`src/include/ict_params.svh`:
```
/*
 * Timing constants for the instruction cycle sequencer: base clock,
 * read and write counts per instruction class.
 * Assumes nothing beyond a SystemVerilog compiler.
 */
`ifndef ICT_PARAMS_SVH
`define ICT_PARAMS_SVH
`define ICT_IMM_BW_CLK      8'h10
`define ICT_IMM_BW_RD       5'h04
`define ICT_IMM_L_CLK       8'h1C
`define ICT_IMM_L_RD        5'h06
`define ICT_QLI_CLK         8'h08
`define ICT_QLI_RD          5'h02
`define ICT_CMP_LREG_CLK    8'h1A
`define ICT_CMP_LMEM_CLK    8'h18
`define ICT_CMP_L_RD        5'h06
`define ICT_SHR_BW_BASE     8'h0A
`define ICT_SHR_L_BASE      8'h0C
`define ICT_SHR_RD          5'h02
`define ICT_SHM_CLK         8'h10
`define ICT_SHM_RD          5'h02
`define ICT_SHM_WR          5'h02
`define ICT_BND_OK_CLK      8'h0E
`define ICT_BND_OK_RD       5'h02
`define ICT_BND_TRAP_CLK    8'h44
`define ICT_BND_TRAP_RD     5'h08
`define ICT_BND_TRAP_WR     5'h06
`endif

```
`src/include/ict_pkg.sv`:
```
/*
 * Types for the instruction cycle sequencer.
 * Assumes ict_params.svh is on the include path.
 */
`default_nettype none
package ict_pkg;
	typedef enum logic [2:0] {
		ICT_OP_IMM_OR,
		ICT_OP_IMM_AND,
		ICT_OP_QLI,
		ICT_OP_IMM_CMP,
		ICT_OP_SHIFT,
		ICT_OP_BOUNDS
	} ict_op_t;
	typedef enum logic [1:0] {
		ICT_SZ_BYTE,
		ICT_SZ_WORD,
		ICT_SZ_LONG
	} ict_size_t;
	// one instruction request
	typedef struct packed {
		ict_op_t   op;
		ict_size_t size;
		logic      memDest;
		logic      trapTaken;
		logic [5:0] shiftCount;
		logic [7:0] eaClk;
		logic [4:0] eaRd;
		logic [4:0] eaWr;
	} ict_req_t;
	// cost triple
	typedef struct packed {
		logic [7:0] clk;
		logic [4:0] rd;
		logic [4:0] wr;
		logic       legal;
	} ict_cost_t;
	typedef enum logic [1:0] {
		ICT_ST_IDLE,
		ICT_ST_READ,
		ICT_ST_WRITE,
		ICT_ST_IDLE_CLK
	} ict_state_t;
endpackage
`default_nettype wire

```
`src/hw/ict_cost_table.sv`:
```
/*
 * Combinational cost lookup: returns the clock/read/write triple for one
 * instruction request, with effective-address cost folded in where due.
 * Assumes the request fields are stable while it is read.
 */
`include "ict_params.svh"
`default_nettype none
module ict_cost_table (
	input  wire ict_pkg::ict_req_t  req,
	output var  ict_pkg::ict_cost_t cost
);
	// ============================================================
	// lookup
	always_comb begin
		cost = '0;
		cost.legal = 1'b1;
		case (req.op)
			ict_pkg::ICT_OP_IMM_OR, ict_pkg::ICT_OP_IMM_AND: begin
				// data register destination only in this block
				cost.legal = !req.memDest;
				if (req.size == ict_pkg::ICT_SZ_LONG) begin
					cost.clk = `ICT_IMM_L_CLK;
					cost.rd  = `ICT_IMM_L_RD;
				end else begin
					cost.clk = `ICT_IMM_BW_CLK;
					cost.rd  = `ICT_IMM_BW_RD;
				end
			end
			ict_pkg::ICT_OP_QLI: begin
				cost.legal = !req.memDest && req.size == ict_pkg::ICT_SZ_LONG;
				cost.clk   = `ICT_QLI_CLK;
				cost.rd    = `ICT_QLI_RD;
			end
			ict_pkg::ICT_OP_IMM_CMP: begin
				cost.legal = req.size == ict_pkg::ICT_SZ_LONG;
				cost.clk   = req.memDest ? `ICT_CMP_LMEM_CLK : `ICT_CMP_LREG_CLK;
				cost.rd    = `ICT_CMP_L_RD;
			end
			ict_pkg::ICT_OP_SHIFT: begin
				if (req.memDest) begin
					cost.legal = req.size == ict_pkg::ICT_SZ_WORD;
					cost.clk   = 8'(`ICT_SHM_CLK + req.eaClk);
					cost.rd    = 5'(`ICT_SHM_RD + req.eaRd);
					cost.wr    = 5'(`ICT_SHM_WR + req.eaWr);
				end else begin
					if (req.size == ict_pkg::ICT_SZ_LONG)
						cost.clk = 8'(`ICT_SHR_L_BASE + {req.shiftCount, 1'b0});
					else
						cost.clk = 8'(`ICT_SHR_BW_BASE + {req.shiftCount, 1'b0});
					cost.rd = `ICT_SHR_RD;
				end
			end
			ict_pkg::ICT_OP_BOUNDS: begin
				if (req.trapTaken) begin
					cost.clk = 8'(`ICT_BND_TRAP_CLK + req.eaClk);
					cost.rd  = 5'(`ICT_BND_TRAP_RD + req.eaRd);
					cost.wr  = 5'(`ICT_BND_TRAP_WR + req.eaWr);
				end else begin
					cost.clk = `ICT_BND_OK_CLK;
					cost.rd  = `ICT_BND_OK_RD;
				end
			end
			default: cost.legal = 1'b0;
		endcase
	end
endmodule
`default_nettype wire

```
`src/hw/ict_sequencer.sv`:
```
/*
 * Instruction cycle sequencer: takes one instruction request and paces
 * its bus read cycles, bus write cycles and idle clocks so that the whole
 * instruction lasts exactly its tabulated clock count.
 * Assumes core_clk at 100 MHz, requests from logic on the same clock,
 * and a bus that completes each cycle on a one-cycle ack pulse.
 * Effective-address clocks, reads and writes arrive with the request and
 * are summed without range checks: the caller keeps each total within
 * the 8-bit clock and 5-bit bus-cycle counters.
 * A bus slower than the budget stretches the instruction: done then waits
 * for the last acknowledge, so the clock figures hold only for a bus that
 * keeps pace.
 * A refused request answers with done and illegal one edge after it is
 * taken and starts no bus cycle.
 * Only timing is paced here: no operand data passes through this block,
 * and the bus strobes carry no address.
 * clkEn low freezes every counter and strobe, so a frozen cycle counts
 * toward neither the clock budget nor the bus cycles.
 */
//
// Summary of operation
// - on a bus that keeps pace, each instruction ends with exact clock, read and write counts together.
// - flagged entries add effective-address clocks, reads and writes to base.
// - immediate or/and to data register: 16 clocks 4 reads; long 28, 6.
// - quick load immediate is long, data register only: 8 clocks 2 reads.
// - immediate compare long: register 26 clocks, memory 24, both 6 reads.
// - register shifts take 10+2n clocks byte/word, 12+2n long, 2 reads.
// - memory shifts are word only: 16 clocks, 2 reads, 2 writes plus address.
// - bounds check without trap takes 14 clocks and 2 reads.
// - bounds check trap takes 68 clocks, 8 reads, 6 writes plus address.
`include "ict_params.svh"
`default_nettype none
module ict_sequencer (
	input  wire logic               core_clk,
	input  wire logic               rst_b,
	input  wire logic               clkEn,
	input  wire logic               reqValid,
	input  wire ict_pkg::ict_req_t  reqIn,
	input  wire logic               busAck,
	output logic                    reqReady,
	output logic                    busRead,
	output logic                    busWrite,
	output logic                    done,
	output logic                    illegal,
	output logic [7:0]              clkUsed,
	output logic [4:0]              rdUsed,
	output logic [4:0]              wrUsed
);
	typedef struct packed {
		ict_pkg::ict_state_t st;
		logic [7:0]          clkLeft;
		logic [4:0]          rdLeft;
		logic [4:0]          wrLeft;
		logic [7:0]          clkCnt;
		logic [4:0]          rdCnt;
		logic [4:0]          wrCnt;
		logic                ready;
		logic                rd;
		logic                wr;
		logic                done;
		logic                illegal;
	} ict_seq_state_t;

	ict_seq_state_t    s_q;
	ict_seq_state_t    s_d;
	ict_pkg::ict_cost_t cost;

	// ============================================================
	// cost lookup
	ict_cost_table u_cost (
		.req  (reqIn),
		.cost (cost)
	);

	// ============================================================
	// helpers
	// pick next bus phase: reads first, then writes, then idle fill
	function automatic ict_pkg::ict_state_t next_phase(input logic [4:0] r,
	                                                   input logic [4:0] w);
		if (r != 5'h00)
			return ict_pkg::ICT_ST_READ;
		else if (w != 5'h00)
			return ict_pkg::ICT_ST_WRITE;
		else
			return ict_pkg::ICT_ST_IDLE_CLK;
	endfunction

	// one step up a bus-cycle counter
	function automatic logic [4:0] inc5(input logic [4:0] v);
		return 5'(v + 5'h01);
	endfunction

	// one step down a bus-cycle budget, held at zero
	function automatic logic [4:0] dec5(input logic [4:0] v);
		if (v == 5'h00)
			return 5'h00;
		else
			return 5'(v - 5'h01);
	endfunction

	// one clock of the budget spent
	function automatic ict_seq_state_t tick(input ict_seq_state_t s);
		ict_seq_state_t t;
		t         = s;
		t.clkCnt  = 8'(s.clkCnt + 8'h01);
		t.clkLeft = 8'(s.clkLeft - 8'h01);
		return t;
	endfunction

	// phase and its bus strobes move together so they never disagree
	function automatic ict_seq_state_t enter_phase(input ict_seq_state_t      s,
	                                               input ict_pkg::ict_state_t ph);
		ict_seq_state_t t;
		t    = s;
		t.st = ph;
		t.rd = ph == ict_pkg::ICT_ST_READ;
		t.wr = ph == ict_pkg::ICT_ST_WRITE;
		return t;
	endfunction

	// end once the budget and every bus cycle are used up; a slow bus
	// that overran the budget holds the count at one until it catches up
	function automatic ict_seq_state_t close_out(input ict_seq_state_t s,
	                                             input logic [7:0]     leftNow);
		ict_seq_state_t t;
		t = s;
		if (leftNow == 8'h01 && t.rdLeft == 5'h00 && t.wrLeft == 5'h00) begin
			t.st    = ict_pkg::ICT_ST_IDLE;
			t.rd    = 1'b0;
			t.wr    = 1'b0;
			t.done  = 1'b1;
			t.ready = 1'b1;
		end else if (leftNow <= 8'h01) begin
			t.clkLeft = 8'h01;
		end
		return t;
	endfunction

	// load a taken request: counters restart and stand until the next accept
	function automatic ict_seq_state_t start_instr(input ict_seq_state_t     s,
	                                               input ict_pkg::ict_cost_t c);
		ict_seq_state_t t;
		t         = s;
		t.ready   = 1'b0;
		t.illegal = !c.legal;
		t.clkCnt  = 8'h00;
		t.rdCnt   = 5'h00;
		t.wrCnt   = 5'h00;
		if (c.legal) begin
			t.clkLeft = c.clk;
			t.rdLeft  = c.rd;
			t.wrLeft  = c.wr;
			t         = enter_phase(t, next_phase(c.rd, c.wr));
		end else begin
			// refused: answer at once, no bus cycles
			t.done  = 1'b1;
			t.ready = 1'b1;
		end
		return t;
	endfunction

	// ============================================================
	// next state
	always_comb begin
		s_d      = s_q;
		s_d.done = 1'b0;
		s_d.rd   = 1'b0;
		s_d.wr   = 1'b0;
		case (s_q.st)
			ict_pkg::ICT_ST_IDLE: begin
				s_d.ready = 1'b1;
				if (reqValid && s_q.ready)
					s_d = start_instr(s_d, cost);
			end
			ict_pkg::ICT_ST_READ: begin
				s_d = tick(s_d);
				if (busAck) begin
					s_d.rdLeft = dec5(s_q.rdLeft);
					s_d.rdCnt  = inc5(s_q.rdCnt);
				end
				s_d = enter_phase(s_d, next_phase(s_d.rdLeft, s_d.wrLeft));
				s_d = close_out(s_d, s_q.clkLeft);
			end
			ict_pkg::ICT_ST_WRITE: begin
				s_d = tick(s_d);
				if (busAck) begin
					s_d.wrLeft = dec5(s_q.wrLeft);
					s_d.wrCnt  = inc5(s_q.wrCnt);
				end
				s_d = enter_phase(s_d, next_phase(s_d.rdLeft, s_d.wrLeft));
				s_d = close_out(s_d, s_q.clkLeft);
			end
			ict_pkg::ICT_ST_IDLE_CLK: begin
				// bus quiet: only the clock budget runs down
				s_d = tick(s_d);
				s_d = enter_phase(s_d, ict_pkg::ICT_ST_IDLE_CLK);
				s_d = close_out(s_d, s_q.clkLeft);
			end
			default: s_d.st = ict_pkg::ICT_ST_IDLE;
		endcase
	end

	// ============================================================
	// state register
	always_ff @(posedge core_clk or negedge rst_b) begin
		if (!rst_b)
			s_q <= '0;
		else if (clkEn)
			s_q <= s_d;
	end

	// ============================================================
	// outputs
	assign reqReady = s_q.ready;
	assign busRead  = s_q.rd;
	assign busWrite = s_q.wr;
	assign done     = s_q.done;
	assign illegal  = s_q.illegal;
	assign clkUsed  = s_q.clkCnt;
	assign rdUsed   = s_q.rdCnt;
	assign wrUsed   = s_q.wrCnt;
endmodule
`default_nettype wire

```
`config.mk`:
```
export PLATFORM = sky130hd
export DESIGN_NAME = ict_sequencer
export DESIGN_NICKNAME = d
export VERILOG_FILES = /design/src/include/ict_pkg.sv /design/src/hw/ict_cost_table.sv /design/src/hw/ict_sequencer.sv
export VERILOG_INCLUDE_DIRS = /design/src /design/src/include
export SDC_FILE = /design/constraint.sdc
export NUM_CORES = 1
export LEC_CHECK = 0
export BUFFER_PORTS_ARGS = -buffer_cell sky130_fd_sc_hd__buf_2
export CORE_ASPECT_RATIO = 0.7
export CORE_MARGIN = 2
export CORE_UTILIZATION = 30
export DETAILED_ROUTE_END_ITERATION = 10
export GPL_TIMING_DRIVEN = 0
export PLACE_DENSITY = 0.49
export SYNTH_ARGS = -nofsm -noshare
export SYNTH_HDL_FRONTEND = slang
export SYNTH_HIERARCHICAL = 1
export SYNTH_SLANG_ARGS = --single-unit
```
`constraint.sdc`:
```
create_clock -name core_clk -period 3.8 [get_ports core_clk]
set_clock_uncertainty 0.1 [all_clocks]
set_input_delay 0.38 -clock core_clk [delete_from_list [all_inputs] [get_ports core_clk]]
set_output_delay 0.38 -clock core_clk [all_outputs]
set_load 0.01 [all_outputs]
```
==> results of run 1 <==
## final timing paths
kind,startpoint,end,depth (start not counted)
min reg2reg,illegal,illegal,1
max reg2reg,s_q[23],s_q[36],9
min,rst_b,wrUsed[3],1
max,s_q[23],s_q[36],9
min in group core_clk,reqIn[8],s_q[31],4
max in group asynchronous,rst_b,s_q[35],1
## routing by layer
metal | global-route usage, % | up-vias
li1 | - | 1934
met2 | 23.0 | 94
met1 | 25.8 | 1830
met5 | 0 | -
met3 | 4.06 | 12
met4 | 2.77 | 0
## cells by family (layout without fill, tap and decap cells)
| logic type | count (synthesis) | count (layout) | share of synthesized area (%) |
|---|---|---|---|
| AO/OA/AOI/OAI | 165 | 165 | 28.7 |
| XOR/XNOR | 11 | 11 | 2.44 |
| adder cells (fa/ha/maj) | 20 | 20 | 6.34 |
| buffers and inverters | 64 | 130 | 8.71 |
| flip-flops | 43 | 43 | 27.2 |
| multiplexers | 8 | 8 | 2.15 |
| AND/OR/NAND/NOR | 181 | 181 | 24.4 |
## critical path, delay by kind of cell (launching register included)
kind	cells	cell delay [ns]
DFF	1	0.41
buffers and inverters	2	0.34
AOI/OAI and AO/OA	4	1.05
adders and majority gates	1	0.21
and+or+nand+nor	2	1.35
## power breakdown
group / total [W] / internal (W) / switching [W]
Combinational: 0.00177 / 0.000720 / 0.00105
Sequential: 0.000747 / 0.000606 / 0.000141
Clock: 0.000517 / 0.000327 / 0.000190
## metrics by stage
step | cell area, µm² | setup WS [ns] | hold WS [ns] | total power (W)
2_1_floorplan | 3950 | 0.804 | -0.0156 | 0.00203
5_1_grt | 4630 | 0.102 | 0.260 | 0.00330
3_5_place_dp | 4450 | 0.143 | 0.395 | 0.00249
3_3_place_gp | 4440 | -0.00153 | 0.388 | 0.00246
6_report | 4630 | 0.261 | 0.170 | 0.00303
4_1_cts | 4630 | 0.131 | 0.212 | 0.00303
## Yosys cell counts, drive strengths merged (7+ instances only)
library cell	count
o31ai	13
nor2	37
inv	20
nor3	19
buf	27
dfrtp	43
nand2b	13
a22o	9
clkbuf	17
nor2b	12
a21oi	32
xnor2	7
nand2	51
ha	20
nand3	12
o21ai	52
## flip-flops by register name, indices dropped and copies added, names as in the netlist
| signal | flops |
|---|---|
| s_q | 20 |
| reqReady | 1 |
| done | 1 |
| busWrite | 1 |
| wrUsed | 5 |
| busRead | 1 |
| clkUsed | 8 |
| illegal | 1 |
| rdUsed | 5 |
## area by class of cell
cell class | instances | share of cell area [%]
Multi-Input combinational cell | 385 | 54.8
Sequential cell | 43 | 23.2
Clock inverter | 2 | 0.756
Inverter | 20 | 1.62
Tap cell | 166 | 4.48
Clock buffer | 6 | 3.00
Timing Repair Buffer | 58 | 6.32
Buffer | 44 | 5.80
==> implementation parameters, run 1 <==
Parameter                              Value

Status
  Result of the run ... finished, final reports clean

Logic synthesis
  Main area contributors after synthesis ... sky130_fd_sc_hd__dfrtp_1, sky130_fd_sc_hd__ha_1, sky130_fd_sc_hd__o21ai_0
  Net count of the mapped netlist ... roughly 550
  Fraction of the yosys area taken by sequential cells ... 27.2%
  Yosys warning total ... 6
  Number of enable flip-flop cells after synthesis ... 0
  Post-synthesis instance area ... roughly 3900 µm²
  Gate count after technology mapping ... 492
  Library cell with the largest summed area after synthesis ... sky130_fd_sc_hd__dfrtp_1
  Flop and latch count out of synthesis ... 43
  Area share of the leading cell type in the synthesized netlist ... 27.2%
  Mean Syn Cell Area ... around 8 µm²
  Cell variety after synth ... 80
  Async set-reset flop share out of synthesis ... between 90% and 100%
  Synth Flop Type ... sky130_fd_sc_hd__dfrtp_1

Global routing
  Combined global-route utilization of all metal layers ... ~17%
  Number of global-route vias before repair ... 3583
  Antenna violations before repair ... 0
  Total grt overflow ... 0
  Wire length of the first global-routing pass ... ~19000 µm
  Pin count of the biggest net entering global routing ... 44

Worst setup path
  Setup slack of the worst register-to-register path ... 0.26 ns
  Crit path cell chain ... inv_1 > ha_1 > nor4b_2 > o22ai_1 > nor4_2 > a31oi_1 > buf_6 > o31ai_1 > a22o_1
  Critical path's slowest cell ... sky130_fd_sc_hd__nor4_2
  Worst Setup Start Kind ... flop
  Critical path peak fanout ... 10
  Worst Setup Path Type ... flop to flop
  Required time of the worst setup path ... roughly 3.9 ns
  Largest incremental delay on the critical path ... about 0.70 ns
  Data arrival time of the critical path ... roughly 3.7 ns
  Worst Setup End Kind ... flop

CTS
  Number of setup buffers added after CTS ... 0
  Clock insertion delay at the later pin of the skew report ... between 0.2 and 0.3 ns
  Post-CTS Resized ... 0
  Root buffer cell ... sky130_fd_sc_hd__clkbuf_16
  H-tree depth ... 2
  Register clock-pin slew on the reported worst setup and hold paths ... ~0.060 ns
  CTS tree ... done
  Hold buffer count at cts ... 0
  Sinks on the clock net ... 43
  Max clock buf depth ... 2
  Clock buffers created by TritonCTS ... 5

Route
  Vias per cell ... between 5 and 6
  Iteration-0 DRC count of the detailed router ... 297
  Met3 routed wirelength ... ~650 µm
  WL met1 ... around 6000 µm
  DR top layer ... met4
  Sum of routed wire length over all layers ... between 10000 and 15000 µm
  Met2 WL post-DR ... ~4500 µm
  Router iterations before antenna repair ... 5
  Antenna-violating nets left ... 0
  Post-detailed-route wirelength per cell ... around 16 µm
  Remaining design rule violation count ... 0
  Via count of the routed design ... about 3900

Timing
  Final Max Slew Viols ... 0
  Highest achievable clock rate ... between 0.2 and 0.3 GHz
  Unrepaired setup endpoints after global routing ... false
  Transition at the pin with the smallest max-transition slack ... 1.17 ns
  Summed negative setup slack over all endpoints ... 0 ns
  Final setup violation count ... 0
  Worst slew margin relative to its limit ... a little over a fifth
  Final clock period utilization by the worst path ... between 90 and 100%
  Final hold violation count ... 0
  Min cycle time layout ... approximately 3.5 ns

Layout
  Most common library cell in the layout ignoring fill and taps ... sky130_fd_sc_hd__buf_2
  Filler cell count in the final layout ... roughly 1300
  Fraction of final layout cells with drive strength greater than 1 ... roughly 22%
  Synth-to-layout area growth ... 17.4%
  Combined area of the multi-input logic cells ... 2540 µm²
  Final std cells w/o fill ... approximately 720
  Most used cells in the layout excluding fill and tap cells ... sky130_fd_sc_hd__buf_2, sky130_fd_sc_hd__nand2_1, sky130_fd_sc_hd__o21ai_0
  Utilization of the core after routing ... 35.6%
  # diodes ... 0
  Register Area ... around 1100 µm²
  Final net count ... between 600 and 700

Floorplanning
  Die height ... ~100 µm
  # IOs ... 59
  Die extent in x ... 141 µm
  Starting density of the core ... between 30 and 40%
  Area inside the core boundary ... 13000 µm²
  Standard-cell row count ... 35
  Die outline area ... around 14000 µm²

Min path
  Min-delay worst type ... primary input to async pin

Placement
  # placed instances ... 716
  Final weighted congestion in routability-driven placement ... 0.864
  Count of buffers from port buffering ... 57
  Half-perimeter wire length after detailed placement ... 8740 µm

Run
  Maximum Capacitance Violations ... 0

Power
  Max rail drop VDD ... 0.203 mV
  Leakage power ... 2.06 nW
  Power density relative to cell area ... ~650 nW/µm²
Note: power is estimated with default switching activity, not from simulation.
==> run 2, diff against run 1 <==
CTS_BUF_LIST = sky130_fd_sc_hd__clkbuf_4   (was not set)
==> run 2 against run 1 <==
  * Sequential power is essentially flat
  * Final cell count is the same
  * Sequential cell count is the same
  * Combinational power is essentially flat
  * Power shrank 7.3%
  * Fmax shrank 2.1%
  * Worst hold slack lost 0.10 ns
  * Die area is the same
  * Cell area shrank 2.1%
  * Critical path depth is the same
  * Largest cell class unchanged
==> implementation parameters, run 2 (same netlist as run 1, synthesis figures left out) <==
Parameter                              Value

Status
  Result of the run ... finished, final reports clean (unchanged)

Global routing
  Antenna violations before repair ... 0 (unchanged)
  Wire length of the first global-routing pass ... 18700 µm (about the same)
  Combined global-route utilization of all metal layers ... 16.3% (was 16.5%)
  Pin count of the biggest net entering global routing ... 44 (unchanged)
  Total grt overflow ... 0 (unchanged)
  Number of global-route vias before repair ... 3588 (was 3583)

Worst setup path
  Required time of the worst setup path ... 4.02 ns (was 3.93 ns)
  Critical path peak fanout ... 10 (unchanged)
  Setup slack of the worst register-to-register path ... 0.18 ns (was 0.26 ns)
  Worst Setup Path Type ... flop to flop (unchanged)
  Worst Setup Start Kind ... flop (unchanged)
  Data arrival time of the critical path ... 3.84 ns (was 3.67 ns)
  Worst Setup End Kind ... flop (unchanged)

Route
  Vias per cell ... 5.35 (about the same)
  Via count of the routed design ... 3873 (was 3870)
  Remaining design rule violation count ... 0 (unchanged)
  Sum of routed wire length over all layers ... 11300 µm (about the same)
  Iteration-0 DRC count of the detailed router ... 294 (was 297)
  Antenna-violating nets left ... 0 (unchanged)
  Post-detailed-route wirelength per cell ... 15.6 µm (about the same)
  Router iterations before antenna repair ... 4 (was 5)

Layout
  Number of flip-flops in the largest register ... 20 (unchanged)
  Most common library cell in the layout ignoring fill and taps ... sky130_fd_sc_hd__buf_2 (unchanged)
  Most used cells in the layout excluding fill and tap cells ... sky130_fd_sc_hd__buf_2, sky130_fd_sc_hd__nand2_1, sky130_fd_sc_hd__o21ai_0 (unchanged)
  # diodes ... 0 (unchanged)
  Fraction of final layout cells with drive strength greater than 1 ... 21.9% (was 22.0%)
  Final std cells w/o fill ... 724 (unchanged)
  Final net count ... 613 (unchanged)
  Synth-to-layout area growth ... 14.9% (was 17.4%)
  Largest Register ... s_q (unchanged)

Timing
  Min cycle time layout ... 3.62 ns (was 3.54 ns)
  Final hold violation count ... 0 (unchanged)
  Unrepaired setup endpoints after global routing ... false (unchanged)
  Worst slew margin relative to its limit ... 22.6% (was 21.2%)
  Final setup violation count ... 0 (unchanged)
  Transition at the pin with the smallest max-transition slack ... 1.15 ns (was 1.17 ns)
  Final clock period utilization by the worst path ... 95.2% (was 93.1%)
  Highest achievable clock rate ... 0.277 GHz (was 0.283 GHz)
  Final Max Slew Viols ... 0 (unchanged)
  Final worst setup slack ... 0.184 ns (was 0.261 ns)
  Summed negative setup slack over all endpoints ... 0 ns (unchanged)

Power
  Clock power share ... 10.7% (was 17.0%)
  Reg power frac ... 26.5% (was 24.6%)
  Leakage power ... 2.02 nW (was 2.06 nW)
  Share of power burned in combinational logic ... 62.8% (was 58.3%)
  Reported net switching power ... 0.00135 W (was 0.00138 W)
  Internal ... 0.00146 W (was 0.00165 W)
  Sw Share ... 48.1% (was 45.5%)
  Power density relative to cell area ... 620 nW/µm² (was 655 nW/µm²)
  Max rail drop VDD ... 0.222 mV (was 0.203 mV)

CTS
  Number of setup buffers added after CTS ... 0 (unchanged)
  Clock insertion delay at the later pin of the skew report ... 0.38 ns (was 0.29 ns)
  CTS tree ... done (unchanged)
  Sinks on the clock net ... 43 (unchanged)
  Register clock-pin slew on the reported worst setup and hold paths ... 0.14 ns (was 0.06 ns)
  Max clock buf depth ... 2 (unchanged)
  Clock buffers created by TritonCTS ... 5 (unchanged)
  H-tree depth ... 2 (unchanged)
  Root buffer cell ... sky130_fd_sc_hd__clkbuf_4 (was sky130_fd_sc_hd__clkbuf_16)

Floorplanning
  # IOs ... 59 (unchanged)
  Area inside the core boundary ... 13000 µm² (unchanged)
  Die outline area ... 14100 µm² (unchanged)
  Standard-cell row count ... 35 (unchanged)
  Starting density of the core ... 30.4% (unchanged)
  Die height ... 100 µm (unchanged)
  Die extent in x ... 141 µm (unchanged)

Placement
  Count of buffers from port buffering ... 57 (unchanged)
  # placed instances ... 716 (unchanged)
  Half-perimeter wire length after detailed placement ... 8740 µm (unchanged)
  Final weighted congestion in routability-driven placement ... 0.864 (unchanged)
  Worst-case setup slack after placement ... 0.143 ns (unchanged)

Min path
  Min-delay worst type ... primary input to async pin (unchanged)

Run
  Maximum Capacitance Violations ... 0 (unchanged)
## run 2: power groups by stage
stage          Clock, W  Combinational (W)  Sequential (W)
2_1_floorplan         0            0.00130        0.000723
4_1_cts        0.000316            0.00175        0.000746
6_report       0.000302            0.00177        0.000746
3_3_place_gp          0            0.00171        0.000750
3_5_place_dp          0            0.00174        0.000754
5_1_grt        0.000334            0.00197        0.000772
## run 2: layer usage
metal	vias up	wire, µm	track usage (%)
met5	-	0	0
met1	1843	6170	25.9
met3	10	521	3.20
met2	91	4510	22.9
li1	1929	-	-
met4	0	87	2.77
## run 2: stage by stage
stage               hold WS (ns)  util, %  power, W  cell area [µm²]
floorplan                -0.0156        -   0.00203             3950
global placement           0.388     34.2   0.00246             4440
detailed placement         0.395     34.2   0.00249             4450
CTS                       0.0950     34.8   0.00281             4530
global route               0.139     34.9   0.00308             4540
finish                    0.0698     34.9   0.00281             4540
## run 2: path summary, 6_finish.rpt
| check | startpoint | endpoint | depth (start not counted) |
|---|---|---|---|
| min in group core_clk | reqIn[8] | s_q[31] | 4 |
| worst min register to register | illegal | illegal | 1 |
| max in group asynchronous | rst_b | s_q[35] | 1 |
| worst min-delay path | rst_b | wrUsed[2] | 1 |
| worst max register to register | s_q[23] | s_q[36] | 9 |
| worst max-delay path | s_q[23] | s_q[36] | 9 |
## run 2: area by class of cell
class	count	area (µm²)
Multi-Input combinational cell	385	2540
Clock buffer	5	37.5
Tap cell	166	208
Clock inverter	3	38.8
Fill cell	1360	8470
Buffer	44	269
Sequential cell	43	1080
Timing Repair Buffer	58	293
Inverter	20	75.1
## run 2: repair_timing
action                                 4_1_cts  5_1_grt
hold buffers                                 0        0
resized for setup                            0        1
setup endpoints to repair                    0        8
endpoints found under the hold margin        0        0
## run 2: worst max-delay path: stages (launching register included)
cell                      delay [ns]
sky130_fd_sc_hd__dfrtp_1        0.44
sky130_fd_sc_hd__inv_1          0.09
sky130_fd_sc_hd__ha_1           0.21
sky130_fd_sc_hd__nor4b_2        0.68
sky130_fd_sc_hd__o22ai_1        0.25
sky130_fd_sc_hd__nor4_2         0.73
sky130_fd_sc_hd__a31oi_1        0.38
sky130_fd_sc_hd__buf_6          0.25
sky130_fd_sc_hd__o31ai_1        0.24
sky130_fd_sc_hd__a22o_1         0.18
==> run 3, diff against run 2 <==
BUFFER_PORTS_ARGS = -buffer_cell sky130_fd_sc_hd__clkbuf_2   (was -buffer_cell sky130_fd_sc_hd__buf_2)
PLACE_DENSITY = not set   (was 0.49)
PLACE_DENSITY_LB_ADDON = 0.1   (was not set)
==> run 3 against run 2 <==
  * Count of clock-buffer cells in the layout is the same
  * First-iteration DRC count grew 9.2%
  * Worst hold slack gained 0.044 ns
  * Non-clock buffer count is the same
  * Sequential power is essentially flat
  * Cell area grew 0.11%
  * Sequential share of layout area is essentially flat
  * Critical endpoint unchanged
  * Critical path depth is the same
==> implementation parameters, run 3 (same netlist as run 1, synthesis figures left out) <==
Parameter                              Value

Worst setup path
  Buf+Inv Stages, Crit Path ... 2 (unchanged)
  Worst Setup Path Type ... flop to flop (unchanged)
  Top delay family on crit path ... simple AND/OR/NAND/NOR gates (unchanged)
  Worst Setup End Kind ... flop (unchanged)
  Worst flop-to-flop path startpoint ... s_q[23] (unchanged)
  Setup slack of the worst register-to-register path ... 0.16 ns (was 0.18 ns)
  Largest incremental delay on the critical path ... 0.78 ns (was 0.73 ns)
  Crit path cell chain ... inv_1 > ha_1 > nor4b_2 > o22ai_1 > nor4_2 > a31oi_1 > buf_6 > o31ai_1 > a22o_1 (unchanged)
  Destination of the worst register-to-register timing path ... s_q[36] (unchanged)
  Required time of the worst setup path ... 4.04 ns (was 4.02 ns)
  Critical path's slowest cell ... sky130_fd_sc_hd__nor4b_2 (was sky130_fd_sc_hd__nor4_2)
  Data arrival time of the critical path ... 3.88 ns (was 3.84 ns)
  Critical path peak fanout ... 10 (unchanged)
  Instance count on the critical path ... 9 (unchanged)
  Worst Setup Start Kind ... flop (unchanged)
  Length in cells of the worst reg-to-reg path ... 9 (unchanged)

Floorplanning
  Die height ... 100 µm (unchanged)
  Die extent in x ... 141 µm (unchanged)
  Standard-cell row count ... 35 (unchanged)
  Starting density of the core ... 30.4% (unchanged)
  # IOs ... 59 (unchanged)
  Die outline area ... 14100 µm² (unchanged)
  Area inside the core boundary ... 13000 µm² (unchanged)

Placement
  Worst-case setup slack after placement ... 0.148 ns (was 0.143 ns)
  Placed cell areas ... 4450 µm² (unchanged)
  Final weighted congestion in routability-driven placement ... 0.849 (was 0.864)
  Half-perimeter wire length after detailed placement ... 8940 µm (was 8740 µm)
  Count of buffers from port buffering ... 57 (unchanged)

Power
  Share of power burned in combinational logic ... 62.6% (was 62.8%)
  Leakage power ... 2.01 nW (was 2.02 nW)
  Internal ... 0.00146 W (about the same)
  Power density relative to cell area ... 625 nW/µm² (was 620 nW/µm²)
  Clock power share ... 11.2% (was 10.7%)
  Reported net switching power ... 0.00138 W (was 0.00135 W)
  Max rail drop VDD ... 0.257 mV (was 0.222 mV)
  Reg power frac ... 26.2% (was 26.5%)
  Sw Share ... 48.5% (was 48.1%)

Route
  Antenna-violating nets left ... 0 (unchanged)
  Post-detailed-route wirelength per cell ... 16.1 µm (was 15.6 µm)
  Router iterations before antenna repair ... 4 (unchanged)
  Iteration-0 DRC count of the detailed router ... 321 (was 294)
  Vias per cell ... 5.40 (was 5.35)
  Remaining design rule violation count ... 0 (unchanged)
  Sum of routed wire length over all layers ... 11700 µm (was 11300 µm)
  Via count of the routed design ... 3911 (was 3873)

Timing
  Min cycle time layout ... 3.64 ns (was 3.62 ns)
  Final clock period utilization by the worst path ... 95.8% (was 95.2%)
  Worst hold slack ... 0.114 ns (was 0.0698 ns)
  Final setup violation count ... 0 (unchanged)
  Worst slew margin relative to its limit ... 21.0% (was 22.6%)
  Unrepaired setup endpoints after global routing ... false (unchanged)
  Transition at the pin with the smallest max-transition slack ... 1.18 ns (was 1.15 ns)
  Final hold violation count ... 0 (unchanged)
  Highest achievable clock rate ... 0.275 GHz (was 0.277 GHz)
  Final Max Slew Viols ... 0 (unchanged)
  Final worst setup slack ... 0.161 ns (was 0.184 ns)

Layout
  Most common library cell in the layout ignoring fill and taps ... sky130_fd_sc_hd__clkbuf_2 (was sky130_fd_sc_hd__buf_2)
  Most used cells in the layout excluding fill and tap cells ... sky130_fd_sc_hd__clkbuf_2, sky130_fd_sc_hd__nand2_1, sky130_fd_sc_hd__o21ai_0 (was sky130_fd_sc_hd__buf_2, sky130_fd_sc_hd__nand2_1, sky130_fd_sc_hd__o21ai_0)
  Largest Register ... s_q (unchanged)
  # diodes ... 0 (unchanged)
  Post-Layout Inst Area ... 4540 µm² (about the same)
  Utilization of the core after routing ... 34.9% (about the same)
  Number of flip-flops in the largest register ... 20 (unchanged)
  Fraction of final layout cells with drive strength greater than 1 ... 22.0% (was 21.9%)
  Final net count ... 613 (unchanged)
  Synth-to-layout area growth ... 15.0% (was 14.9%)

Run
  Maximum Capacitance Violations ... 0 (unchanged)

CTS
  H-tree depth ... 2 (unchanged)
  Clock insertion delay at the later pin of the skew report ... 0.39 ns (was 0.38 ns)
  Number of setup buffers added after CTS ... 0 (unchanged)
  Clock buffers created by TritonCTS ... 5 (unchanged)
  Hold buffer count at cts ... 0 (unchanged)
  Register clock-pin slew on the reported worst setup and hold paths ... 0.15 ns (was 0.14 ns)
  CTS tree ... done (unchanged)
  Max clock buf depth ... 2 (unchanged)
  Root buffer cell ... sky130_fd_sc_hd__clkbuf_4 (unchanged)
  Sinks on the clock net ... 43 (unchanged)

Status
  Result of the run ... finished, final reports clean (unchanged)

Min path
  Min-delay worst type ... primary input to async pin (unchanged)

Global routing
  Antenna violations before repair ... 0 (unchanged)
  Combined global-route utilization of all metal layers ... 16.6% (was 16.3%)
  Total grt overflow ... 0 (unchanged)
  Pin count of the biggest net entering global routing ... 44 (unchanged)
  Wire length of the first global-routing pass ... 18700 µm (about the same)
  Number of global-route vias before repair ... 3589 (was 3588)
[run 3: through the flow]
| step | std cells | total power (W) | TNS [ns] |
|---|---|---|---|
| 3_5_place_dp | 716 | 0.00251 | 0 |
| 6_report | 724 | 0.00284 | 0 |
| 4_1_cts | 724 | 0.00284 | 0 |
| 2_1_floorplan | 492 | 0.00203 | 0 |
| 3_3_place_gp | 715 | 0.00248 | -0.0198 |
| 5_1_grt | 724 | 0.00310 | 0 |
[run 3: layout make-up]
type,count,area [µm²]
fillers,1386,8460
multi-input cells,385,2540
flip-flops and latches,43,1080
repair buffers,58,293
plain buffers,44,269
well taps,166,208
inverters,20,75.1
clock inverters,3,43.8
clock buffers,5,37.5
[run 3: power groups by stage]
stage	clock network [W]	registers [W]	logic, W
finish	0.000317	0.000745	0.00178
global route	0.000351	0.000771	0.00198
CTS	0.000333	0.000743	0.00176
detailed placement	0	0.000753	0.00176
global placement	0	0.000752	0.00173
floorplan	0	0.000723	0.00130
[run 3: per-layer routing]
layer	vias to the layer above	share of wire (%)	GRT usage [%]
met2	101	40	23.2
met4	0	0.70	3.31
met3	6	6.4	3.67
li1	1935	-	-
met1	1869	53	25.8
met5	-	0	0
[run 3: worst max path at each step]
stage / from / endpoint / slack, ns
final: s_q[23] / s_q[36] / 0.16
after global routing: s_q[23] / s_q[36] / 0.02
after CTS: s_q[28] / s_q[36] / 0.13
after detailed placement: s_q[28] / s_q[36] / 0.15
after global placement: reqIn[26] / s_q[27] / -0.02
after floorplan: s_q[28] / s_q[36] / 0.80
[run 3: repair_timing]
item	CTS	global route
endpoints found under the hold margin	0	0
resized for setup	0	1
setup endpoints to repair	0	8
